--- src/verilog/acb_defs.svh ---
// Register offsets, field positions, reset values and limits of the contrast booster
`ifndef ACB_DEFS_SVH
`define ACB_DEFS_SVH
`define ACB_PAGE_OFS 8'h0e
`define ACB_PAGE_SECOND 8'h40
`define ACB_PAGE_USER 8'h00
`define ACB_CTRL_OFS 8'h80
`define ACB_LUMA_OFS 8'h83
`define ACB_CHROMA_OFS 8'h84
`define ACB_RESP_OFS 8'h85
`define ACB_EN_BIT 7
`define ACB_LUMA_RST 5'h0d
`define ACB_SAT_RST 4'h8
`define ACB_CLIP_RST 4'h8
`define ACB_SPEED_RST 4'hf
`define ACB_STRETCH_RST 4'h8
`define ACB_DARK_LIM 8'h40
`define ACB_BRIGHT_LIM 8'hc0
`define ACB_MID 16'sh0080
`define ACB_MID_Y 8'h80
`define ACB_ALPHA_FULL 9'h100
`define ACB_CNT_MAX 16'hffff
`define ACB_UNITY_GAIN 5'h10
`endif

--- src/verilog/acb_pkg.sv ---
// Types shared by the contrast booster design
package acb_pkg;
    // All state of the block, registered as one word
    typedef struct packed {
        logic [7:0] page;       // Page select, 0x40 opens the secondary page
        logic en;               // Host enable (shadow)
        logic [4:0] luma_lvl;   // Host luma contrast level
        logic [3:0] sat;        // Host saturation level
        logic [3:0] clip;       // Host saturation clip threshold
        logic [3:0] speed;      // Host blend response speed
        logic [3:0] stretch;    // Host dark region stretch
        logic act_en;           // Frame-aligned copies below
        logic [4:0] act_luma;
        logic [3:0] act_gain;
        logic [3:0] act_stretch;
        logic dark_dom;         // Last frame had more dark than bright pixels
        logic [15:0] dark_cnt;  // Histogram bins of the running frame
        logic [15:0] bright_cnt;
        logic [8:0] alpha;      // Blend weight of the corrected image
        logic s1_valid;
        logic [7:0] s1_orig_y;
        logic [7:0] s1_orig_c;
        logic [7:0] s1_corr_y;
        logic [7:0] s1_corr_c;
        logic out_valid;
        logic [7:0] out_y;
        logic [7:0] out_c;
        logic [7:0] rd_data;
    } acb_state_t;
endpackage

--- src/verilog/acb_contrast_boost.sv ---
// Adaptive contrast boost stage with its secondary page registers
// Notes on behaviour
// Brighten bright areas, darken dark areas
// Histogram luma, correct whole image nonlinearly
// Enhancement stays disabled after reset
// Enable bit 7 at 0x80, default off
// Host selects secondary page via 0x0E
// Host enables by writing 0x80 there
// Luma contrast level 0x83[4:0], default 01101
// Saturation level 0x84[3:0], default 1000
// Clip chroma gain to 0x84[7:4]
// Response speed 0x85[7:4], default 1111
// Alpha blend, faster for larger speed
// Dark stretch 0x85[3:0] on dark pixels
// Host prefers level fields over stretch
// Disabled: samples pass unchanged, fixed latency
// Parameter changes take effect at frames
`timescale 1ns/10ps
`include "acb_defs.svh"
module acb_contrast_boost
    import acb_pkg::*;
(
    input wire logic clock,
    input wire logic srst,
    input wire logic reg_wr_en,         // Serial port write strobe
    input wire logic reg_rd_en,         // Serial port read strobe
    input wire logic [7:0] reg_addr,    // Sub-address within the page
    input wire logic [7:0] reg_wdata,
    output logic [7:0] reg_rdata,
    input wire logic frame_start,       // First pixel of a frame
    input wire logic pix_valid,
    input wire logic [7:0] pix_y,       // Luma sample
    input wire logic [7:0] pix_c,       // Chroma sample, offset binary
    output logic out_valid,
    output logic [7:0] out_y,
    output logic [7:0] out_c
);

    // ==========================================================
    // Helpers
    // ==========================================================
    // Saturate a signed intermediate onto the 8-bit sample range
    function automatic logic [7:0] clamp8(input logic signed [19:0] v);
        if (v < 0) begin
            return 8'h00;
        end else if (v > 20'sh000ff) begin
            return 8'hff;
        end
        return v[7:0];
    endfunction

    // Secondary page decode, used by writes and reads
    function automatic logic on_second(input logic [7:0] pg);
        return pg == `ACB_PAGE_SECOND;
    endfunction

    acb_state_t st_q; // Registered state
    acb_state_t st_d; // Next state

    // ==========================================================
    // Next state
    // ==========================================================
    always_comb begin
        logic signed [19:0] dev;
        logic signed [19:0] yc;
        logic signed [19:0] cc;
        logic signed [19:0] by;
        logic signed [19:0] bc;
        logic [4:0] lg;
        logic [3:0] gmin;
        logic [4:0] cur_luma;   // Curve settings seen by this cycle's pixel
        logic [3:0] cur_gain;
        logic [3:0] cur_stretch;
        logic cur_dark;         // Histogram verdict seen by this cycle's pixel
        dev = 20'sh0;
        yc = 20'sh0;
        cc = 20'sh0;
        by = 20'sh0;
        bc = 20'sh0;
        lg = 5'h0;
        gmin = 4'h0;
        cur_luma = 5'h00;
        cur_gain = 4'h0;
        cur_stretch = 4'h0;
        cur_dark = 1'b0;
        st_d = st_q;

        // Register writes; page select answers on both pages
        if (reg_wr_en) begin
            if (reg_addr == `ACB_PAGE_OFS) begin
                st_d.page = reg_wdata;
            end else if (on_second(st_q.page) && reg_addr == `ACB_CTRL_OFS) begin
                st_d.en = reg_wdata[`ACB_EN_BIT];
            end else if (on_second(st_q.page) && reg_addr == `ACB_LUMA_OFS) begin
                st_d.luma_lvl = reg_wdata[4:0];
            end else if (on_second(st_q.page) && reg_addr == `ACB_CHROMA_OFS) begin
                st_d.sat = reg_wdata[3:0];
                st_d.clip = reg_wdata[7:4];
            end else if (on_second(st_q.page) && reg_addr == `ACB_RESP_OFS) begin
                st_d.speed = reg_wdata[7:4];
                st_d.stretch = reg_wdata[3:0];
            end
        end

        // Register reads; unmapped offsets read zero
        if (reg_rd_en) begin
            if (reg_addr == `ACB_PAGE_OFS) begin
                st_d.rd_data = st_q.page;
            end else if (on_second(st_q.page) && reg_addr == `ACB_CTRL_OFS) begin
                st_d.rd_data = {st_q.en, 7'h00};
            end else if (on_second(st_q.page) && reg_addr == `ACB_LUMA_OFS) begin
                st_d.rd_data = {3'h0, st_q.luma_lvl};
            end else if (on_second(st_q.page) && reg_addr == `ACB_CHROMA_OFS) begin
                st_d.rd_data = {st_q.clip, st_q.sat};
            end else if (on_second(st_q.page) && reg_addr == `ACB_RESP_OFS) begin
                st_d.rd_data = {st_q.speed, st_q.stretch};
            end else begin
                st_d.rd_data = 8'h00;
            end
        end

        // Histogram bins, saturating so a huge frame cannot wrap
        if (pix_valid) begin
            if (pix_y < `ACB_DARK_LIM && st_q.dark_cnt != `ACB_CNT_MAX) begin
                st_d.dark_cnt = st_q.dark_cnt + 16'h0001;
            end
            if (pix_y >= `ACB_BRIGHT_LIM && st_q.bright_cnt != `ACB_CNT_MAX) begin
                st_d.bright_cnt = st_q.bright_cnt + 16'h0001;
            end
        end

        // Frame boundary: settle the curve and step the blend
        if (frame_start) begin
            gmin = (st_q.sat < st_q.clip) ? st_q.sat : st_q.clip;
            st_d.act_en = st_q.en;
            st_d.act_luma = st_q.luma_lvl;
            st_d.act_gain = gmin;
            st_d.act_stretch = st_q.stretch;
            st_d.dark_dom = st_q.dark_cnt > st_q.bright_cnt;
            // The frame's first pixel opens the new histogram
            st_d.dark_cnt = (pix_valid && pix_y < `ACB_DARK_LIM) ? 16'h0001 : 16'h0000;
            st_d.bright_cnt = (pix_valid && pix_y >= `ACB_BRIGHT_LIM) ? 16'h0001 : 16'h0000;
            // Blend ramps up by speed+1 per frame; off drops straight to zero
            if (!st_q.en) begin
                st_d.alpha = 9'h000;
            end else if (st_q.alpha > `ACB_ALPHA_FULL - {5'h00, st_q.speed} - 9'h001) begin
                st_d.alpha = `ACB_ALPHA_FULL;
            end else begin
                st_d.alpha = st_q.alpha + {5'h00, st_q.speed} + 9'h001;
            end
        end

        // Stage 1: correction curve, strength follows the histogram
        // The frame's first pixel already sees the new settings, so no frame mixes two curves
        cur_luma = frame_start ? st_q.luma_lvl : st_q.act_luma;
        cur_gain = frame_start ? gmin : st_q.act_gain;
        cur_stretch = frame_start ? st_q.stretch : st_q.act_stretch;
        cur_dark = frame_start ? (st_q.dark_cnt > st_q.bright_cnt) : st_q.dark_dom;
        lg = cur_dark ? cur_luma : {1'b0, cur_luma[4:1]};
        dev = $signed({12'h000, pix_y}) - `ACB_MID;
        yc = $signed({12'h000, pix_y}) + ((dev * $signed({15'h0000, lg})) >>> 4);
        if (pix_y < `ACB_DARK_LIM) begin
            // Dark pixels are pushed further down to open up shadows
            yc = yc - (($signed({12'h000, `ACB_DARK_LIM - pix_y})
                      * $signed({16'h0000, cur_stretch})) >>> 3);
        end
        dev = $signed({12'h000, pix_c}) - `ACB_MID;
        cc = `ACB_MID + ((dev * $signed({15'h0000, `ACB_UNITY_GAIN + {1'b0, cur_gain}}))
             >>> 4);
        st_d.s1_valid = pix_valid;
        st_d.s1_orig_y = pix_y;
        st_d.s1_orig_c = pix_c;
        st_d.s1_corr_y = clamp8(yc);
        st_d.s1_corr_c = clamp8(cc);

        // Stage 2: fade corrected over original; alpha 0 is exact bypass
        by = $signed({12'h000, st_q.s1_orig_y})
             + ((($signed({12'h000, st_q.s1_corr_y}) - $signed({12'h000, st_q.s1_orig_y}))
             * $signed({11'h000, st_q.alpha})) >>> 8);
        bc = $signed({12'h000, st_q.s1_orig_c})
             + ((($signed({12'h000, st_q.s1_corr_c}) - $signed({12'h000, st_q.s1_orig_c}))
             * $signed({11'h000, st_q.alpha})) >>> 8);
        st_d.out_valid = st_q.s1_valid;
        st_d.out_y = clamp8(by);
        st_d.out_c = clamp8(bc);
    end

    // ==========================================================
    // State register
    // ==========================================================
    // Synchronous reset to a disabled block with documented defaults
    always_ff @(posedge clock) begin
        if (srst) begin
            st_q <= '0;
            st_q.page <= `ACB_PAGE_USER;
            st_q.en <= 1'b0;
            st_q.luma_lvl <= `ACB_LUMA_RST;
            st_q.sat <= `ACB_SAT_RST;
            st_q.clip <= `ACB_CLIP_RST;
            st_q.speed <= `ACB_SPEED_RST;
            st_q.stretch <= `ACB_STRETCH_RST;
        end else begin
            st_q <= st_d;
        end
    end

    // Outputs straight from flops
    assign reg_rdata = st_q.rd_data;
    assign out_valid = st_q.out_valid;
    assign out_y = st_q.out_y;
    assign out_c = st_q.out_c;
endmodule

--- config.mk ---
export PLATFORM = sky130hd
export DESIGN_NAME = acb_contrast_boost
export DESIGN_NICKNAME = d
export VERILOG_FILES = /design/src/verilog/acb_pkg.sv /design/src/verilog/acb_contrast_boost.sv
export VERILOG_INCLUDE_DIRS = /design/src /design/src/verilog
export SDC_FILE = /design/constraint.sdc
export NUM_CORES = 1
export LEC_CHECK = 0
export ABC_CLOCK_PERIOD_IN_PS = 11400
export BUFFER_PORTS_ARGS = -buffer_cell sky130_fd_sc_hd__buf_2
export CORE_MARGIN = 2
export CORE_UTILIZATION = 43
export DETAILED_ROUTE_END_ITERATION = 8
export GPL_TIMING_DRIVEN = 1
export PLACE_DENSITY_LB_ADDON = 0.3
export SLEW_MARGIN = 20
export SYNTH_ARGS = -nofsm -noshare
export SYNTH_HDL_FRONTEND = slang
export SYNTH_SLANG_ARGS = --single-unit
--- constraint.sdc ---
create_clock -name clock -period 11.4 [get_ports clock]
set_clock_uncertainty 0.15 [all_clocks]
set_input_delay 0.57 -clock clock [delete_from_list [all_inputs] [get_ports clock]]
set_output_delay 0.57 -clock clock [all_outputs]
set_load 0.01 [all_outputs]
[After elaboration in Yosys (flattened, before gate mapping)]
Cells that the tools add are included.
Cells by class
  $add $sub $neg: 17
  $mul: 5
  order comparisons: 13
  equality and inequality tests: 8
  mux-type cells: 40
  bitwise operators: 4
  reductions and logical operators: 18
Operators with widths (number)
  $mux W8: 17
  $mux W41: 1
  $mul A9 B10 Y19: 2
  $add A9 B11 Y12: 3
  $gt A12 B9 Y1 const B: 3
  $lt A12 B1 Y1 const B: 3
  $add A16 B1 Y16 const B: 2
  $eq A8 B8 Y1 const B: 4
  $mux W16: 2
  $mux W32: 1
  $ne A16 B16 Y1 const B: 2
  $mul A9 B6 Y15: 2
  $gt A20 B9 Y1 const B: 1
  $lt A20 B1 Y1 const B: 1
  $mux W20: 1
  $mux W9: 2
  $sub A8 B8 Y9: 2
  $sub A8 B8 Y9 const B: 2
  $gt A16 B16 Y1: 1
  $sub A12 B10 Y13: 1
  $add A9 B11 Y12 const A: 1
  $mul A8 B4 Y12: 1
  $mux W4: 3
  $mux W1: 11
  21 further kinds: 36
Word-level totals
  flip-flop bits (word level): 143
  input port bits: 38
  output and inout port bits: 25

[Longest topological paths before layout]
  word-level depth: 11
  mapped depth: 38
  depth with buffers taken out: 38

[Worst setup path before layout]
OpenSTA, ideal clock, no wires.
  kind: register to register
  from: register st_q[72] in the netlist's numbering
  to: register st_q[39] in the netlist's numbering
  setup time: 0.142 ns
  data arrival time: 8.029 ns
  setup slack: 3.079 ns
  stages on the path, launching flop included: 35
  buffers on the path: 1
  clock period less this slack: 8.321 ns
  cell sequence: dfxtp_1 -> inv_1 -> ha_1 -> a21oi_1 -> o221ai_1 -> a2111o_1 -> o31ai_1 -> clkbuf_1 -> mux2i_1 -> and2_1 -> fa_1 -> inv_1 -> fa_1 -> fa_1 -> inv_1 -> ha_1 -> nand3b_1 -> nor2_1 -> mux2_1 -> or2_2 -> xor2_1 -> ha_1 -> nor2b_1 -> o21ai_0 -> a21oi_1 -> o21a_1 -> o21ai_0 -> nand2b_1 -> xnor2_1 -> ha_1 -> or3_1 -> a21oi_1 -> a22oi_1 -> o32ai_2 -> a31oi_1
On the way
  longest elaborated chain between the ends: 11
  elaborated cells on any way between the ends: 13
Ends and longest elaborated chain
  start: declaration: RTL line acb_contrast_boost.sv:57  | acb_state_t st_q;
  start signal: assignment: RTL line acb_contrast_boost.sv:203  | st_q <= st_d;
  $gt A16 B16 Y1 (*): RTL line acb_contrast_boost.sv:158  | cur_dark = frame_start ? (st_q.dark_cnt > st_q.bright_cnt) : st_q.dark_dom;
  $mux W1 (*): RTL line acb_contrast_boost.sv:158
  $mux W5 (*): RTL line acb_contrast_boost.sv:159  | lg = cur_dark ? cur_luma : {1'b0, cur_luma[4:1]};
  $mul A9 B6 Y15 (*): RTL line acb_contrast_boost.sv:161  | yc = $signed({12'h000, pix_y}) + ((dev * $signed({15'h0000, lg})) >>> 4);
  $add A9 B11 Y12 (*): RTL line acb_contrast_boost.sv:161
  $sub A12 B10 Y13: RTL line acb_contrast_boost.sv:164  | yc = yc - (($signed({12'h000, `ACB_DARK_LIM - pix_y})
  $mux W20 (*): RTL line acb_contrast_boost.sv:162  | if (pix_y < `ACB_DARK_LIM) begin
  $gt A20 B9 Y1: RTL line acb_contrast_boost.sv:46  | end else if (v > 20'sh000ff) begin
  $mux W1: RTL line acb_contrast_boost.sv:46
  $mux W1: RTL line acb_contrast_boost.sv:44  | if (v < 0) begin
  $mux W8 (*): RTL line acb_contrast_boost.sv:49  | return v[7:0];
Every way passes the cells marked *; elsewhere a longest branch is shown, timed or not.
A chain may end at the register's enable or synchronous reset.

[Worst setup path in the final report]
  from: register st_q[25] in the netlist's numbering
  to: register st_q (netlist bit out_c[4])
On the way
  longest elaborated chain between the ends: 7
  elaborated cells on any way between the ends: 9
Ends and longest elaborated chain
  $sub A8 B8 Y9 (*): RTL line acb_contrast_boost.sv:181  | + ((($signed({12'h000, st_q.s1_corr_c}) - $signed({12'h000, st_q.s1_orig_c}))
  $mul A9 B10 Y19 (*): RTL line acb_contrast_boost.sv:182  | * $signed({11'h000, st_q.alpha})) >>> 8);
  $add A9 B11 Y12 (*): RTL line acb_contrast_boost.sv:181
  $gt A12 B9 Y1: RTL line acb_contrast_boost.sv:46
  $mux W1: RTL line acb_contrast_boost.sv:46
  $mux W1: RTL line acb_contrast_boost.sv:44
  $mux W8 (*): RTL line acb_contrast_boost.sv:49
Marks and branches as above.

==> impl_summary.log <==
INFO  metric number_of_flops_mapped_to_enable_cells_by_yosys = 0
INFO  metric grt_max_degree = 79
INFO  metric power_report.internal_total = 1880 uW
INFO  metric yosysTopAreaCellShare = 18.4%
INFO  metric die_height = 210 um
INFO  metric worstHoldPathType = in2reg
INFO  metric setup.reg_to_reg.worst_slack = 2180 ps
INFO  metric synth.mux.area_fraction = 2.58%
INFO  metric ys_warn_count = 0
INFO  metric worst_slew_pin_slew = 1100 ps
INFO  metric global_route_wire_length_before_repair = 73200 um
INFO  metric drt_first_iter_violations = 896
INFO  metric area.growth.synth_to_final = 7.09%
INFO  metric drv.max_cap_violation_count = 0
INFO  metric globalplace.congestion = 0.840
INFO  metric synthCells = 2181
INFO  metric postCtsResizedCells = 0
INFO  metric count_of_nets_left_with_antenna_violations_after_detail_routing = 0
INFO  metric rsz0062_at_grt = false
INFO  metric synth-compound-area-share = 12.9%
INFO  metric critical_path.reg2reg.endpoint = out_c[4]
INFO  metric fin_setup_tns = 0 ps
INFO  metric post_cts_buffers = 0
INFO  metric final-setup-viol-count = 0
INFO  metric share_comb_of_total_power = 69.3%
INFO  metric timing.critical_path.slowest_cell_delay = 570 ps
INFO  metric power_switching = 1800 uW
INFO  metric ioPinCount = 63
INFO  metric synth_common_cells = inv_1, ha_1, nand2_1, fa_1, nor2_1
INFO  metric reg2regPathDepth = 35
INFO  metric grt_pass1_vias = 14975
INFO  metric crit_arrival = 9410 ps
INFO  metric tritoncts.num_buffers = 17
INFO  metric port-buffer-count = 62
INFO  metric share_of_synthesized_registers_carrying_an_async_set_or_reset = 0%
INFO  metric worstHoldPathCells = 2
INFO  metric yosysMostFrequentCell = inv_1
INFO  metric static-leakage-power = 0.00915 uW
INFO  metric mappedNetlistArea = 18300 um^2
INFO  metric vdd.ir_drop.worst = 0.000112 V
INFO  metric max_freq = 108 MHz
INFO  metric postLayoutSetupSlackWorst = 2180 ps
INFO  metric post_synth_and_or_nand_nor_area_fraction = 20.0%
INFO  metric end_kind = register
INFO  metric core_area = 41900 um^2
INFO  metric yosys.area_share.xor_xnor = 5.61%
INFO  metric floorplan.die.width = 210 um
INFO  metric worst_hold_startpoint = reg_wdata[2]
INFO  metric fin_crit = 9220 ps
INFO  metric grt_antenna_before_repair = 0
INFO  metric start_kind = register
INFO  metric drc_violation_count_after_routing = 0
INFO  metric r2r_start = st_q[25]
INFO  metric fp-row-count = 75
INFO  metric min_period_over_period = 80.9%
INFO  metric globalRoute.totalOverflow = 0
INFO  metric netlist_top_cells_area = fa_1, ha_1, dfxtp_1
INFO  metric ys_seq_elements = 143
INFO  metric share_of_post_route_cells_with_drive_strength_above_1 = 5.85%
INFO  metric ctsHoldBuffers = 0
INFO  metric clock_path_buffers = 2
INFO  metric tritoncts_clock_tree = yes
INFO  metric start_util = 43.5%
INFO  metric outcome = finished, final reports clean
INFO  metric cts-htree-levels = 4
INFO  metric antennaDiodeCount = 0
INFO  metric post_drt_wl_per_cell = 15.7 um
INFO  metric synth_area_leader_cell = fa_1
INFO  metric final_nets = 2633
INFO  metric seq_power_share = 15.5%
INFO  metric cp_data_required_time = 11590 ps
INFO  metric timing_hold_violations_final = 0
INFO  metric maxSlewHeadroom = 26.3%
INFO  metric clock_sink_count = 143
INFO  metric post_syn_area_per_cell = 8.37 um^2
INFO  metric hold-path-endpoint = st_q[132]
INFO  metric die_area = 44100 um^2
INFO  metric critPathMaxFanout = 8
INFO  metric synthDistinctLibCells = 80
INFO  metric routed_vias_inst = 5.34
INFO  metric sw_frac_of_total = 48.8%
INFO  metric drt_pre_antenna_iters = 5
INFO  metric grt_use_total = 20.4%
INFO  metric detailed_placement_wirelength_estimate = 34400 um
INFO  metric critical-path-top-cell-by-count = fa_1
INFO  metric pwr-share-clk = 15.2%
INFO  metric critPathKind = reg2reg
INFO  metric slew_viol_final = 0
INFO  metric synth.yosys.seq_area_share = 15.7%
INFO  metric place_ws = 2270 ps
INFO  metric timing.critical_path.slowest_stage_cell = a21oi_1
INFO  metric largest_family_of_logic_cells_by_synthesized_area = adder cells
INFO  metric clk_pin_slew_worst_paths = 70 ps
INFO  metric clock_insertion_delay_worst_skew = 440 ps
INFO  metric total_routed_wirelength = 43000 um
INFO  metric ctsRootBufferMaster = clkbuf_16
INFO  metric power.density = 188 nW/um^2
INFO  metric synth.net_count = 2622
INFO  metric synth-adder-area-share = 34.5%
INFO  metric dr_vias = 14658
INFO  metric synth-main-ff-cell = dfxtp_1
[flip-flops by register name, summed over array words and instances, names as in the netlist]
register   flops
out_c          8
out_valid      1
out_y          8
reg_rdata      8
st_d           1
st_q         117
[metrics by stage]
step                      area, um^2  util, %  hold slack, ps  std cells  total power [uW]
after floorplan                18300        -             264       2181              2550
after global placement         18900     45.2             272       2711              3070
after detailed placement       18900     45.2             279       2711              3110
after CTS                      19500     46.6             240       2742              3690
after global routing           19600     46.6             253       2743              4070
final                          19600     46.6             263       2743              3680
[kinds of logic (layout without fill, tap and decap cells)]
group,count (synthesis),count (layout)
AOI/OAI and AO/OA,357,357
xor gates and xnor gates,117,117
adders and majority gates,403,403
buffers and inverters,395,418
DFF,143,143
muxes,45,45
and+or+nand+nor,721,721
[worst max-delay path by stage]
| stage | start | to | slack, ps |
|---|---|---|---|
| 5_1_grt | st_q[25] | out_c[4] | 1460 |
| 3_5_place_dp | st_q[25] | out_c[4] | 2270 |
| 4_1_cts | st_q[25] | out_c[4] | 2230 |
| 3_3_place_gp | frame_start | st_q[39] | 2580 |
| 6_report | st_q[25] | out_c[4] | 2180 |
| 2_1_floorplan | st_q[72] | st_q[39] | 3080 |
[worst max-delay path: cells and delay by family (launching register included)]
kind	cells	cell delay [ps]
DFF	1	300
AOI/OAI and AO/OA	15	3720
adders and majority gates	9	3920
xor gates and xnor gates	1	200
buffers and inverters	6	340
and+or+nand+nor	4	490
[layout make-up]
class	instances	area (um^2)
Inverter	312	1170
Timing Repair Buffer	75	408
Clock buffer	18	429
Sequential cell	143	2860
Multi-Input combinational cell	1643	13800
Tap cell	539	674
Fill cell	3989	22400
Clock inverter	13	159
[cell usage in the layout (no fill, tap or decap), drive strengths merged, types with 6 or more instances in the layout]
cell	Yosys	final
nand2b	44	44
nor3	25	25
o21ai	68	68
inv	312	316
a31oi	15	15
dfxtp	143	143
ha	235	235
a221oi	7	7
a211oi	20	20
xor2	47	47
and2	94	94
nor4b	11	11
mux2i	38	38
or3	21	21
o31ai	19	19
nor2	144	144
a211o	10	10
a21oi	97	97
nor2b	73	73
nand2	196	196
xnor2	70	70
or2	8	8
a21o	34	34
nand3	44	44
fa	168	168
clkbuf	51	18
mux2	6	6
o211ai	9	9
o21bai	14	14
nand4	16	16
buf	32	75
nor4	9	9
o21a	12	12
and3	11	11
[power by group through the flow]
| stage | Clock, uW | Sequential [uW] | Combinational [uW] |
|---|---|---|---|
| 4_1_cts | 572 | 571 | 2550 |
| 6_report | 560 | 571 | 2550 |
| 5_1_grt | 588 | 575 | 2910 |
| 2_1_floorplan | 0 | 575 | 1970 |
| 3_5_place_dp | 0 | 582 | 2530 |
| 3_3_place_gp | 0 | 581 | 2490 |
[routing by layer]
metal	up-vias	track usage [%]	part of all wire [%]	wire [um]
li1	7246	-	-	-
met1	7104	26.8	47	20100
met2	265	35.3	48	20500
met3	43	2.89	3.9	1690
met4	0	5.53	1.8	769
met5	-	0	0	0
Note: power is estimated with default switching activity, not from simulation.
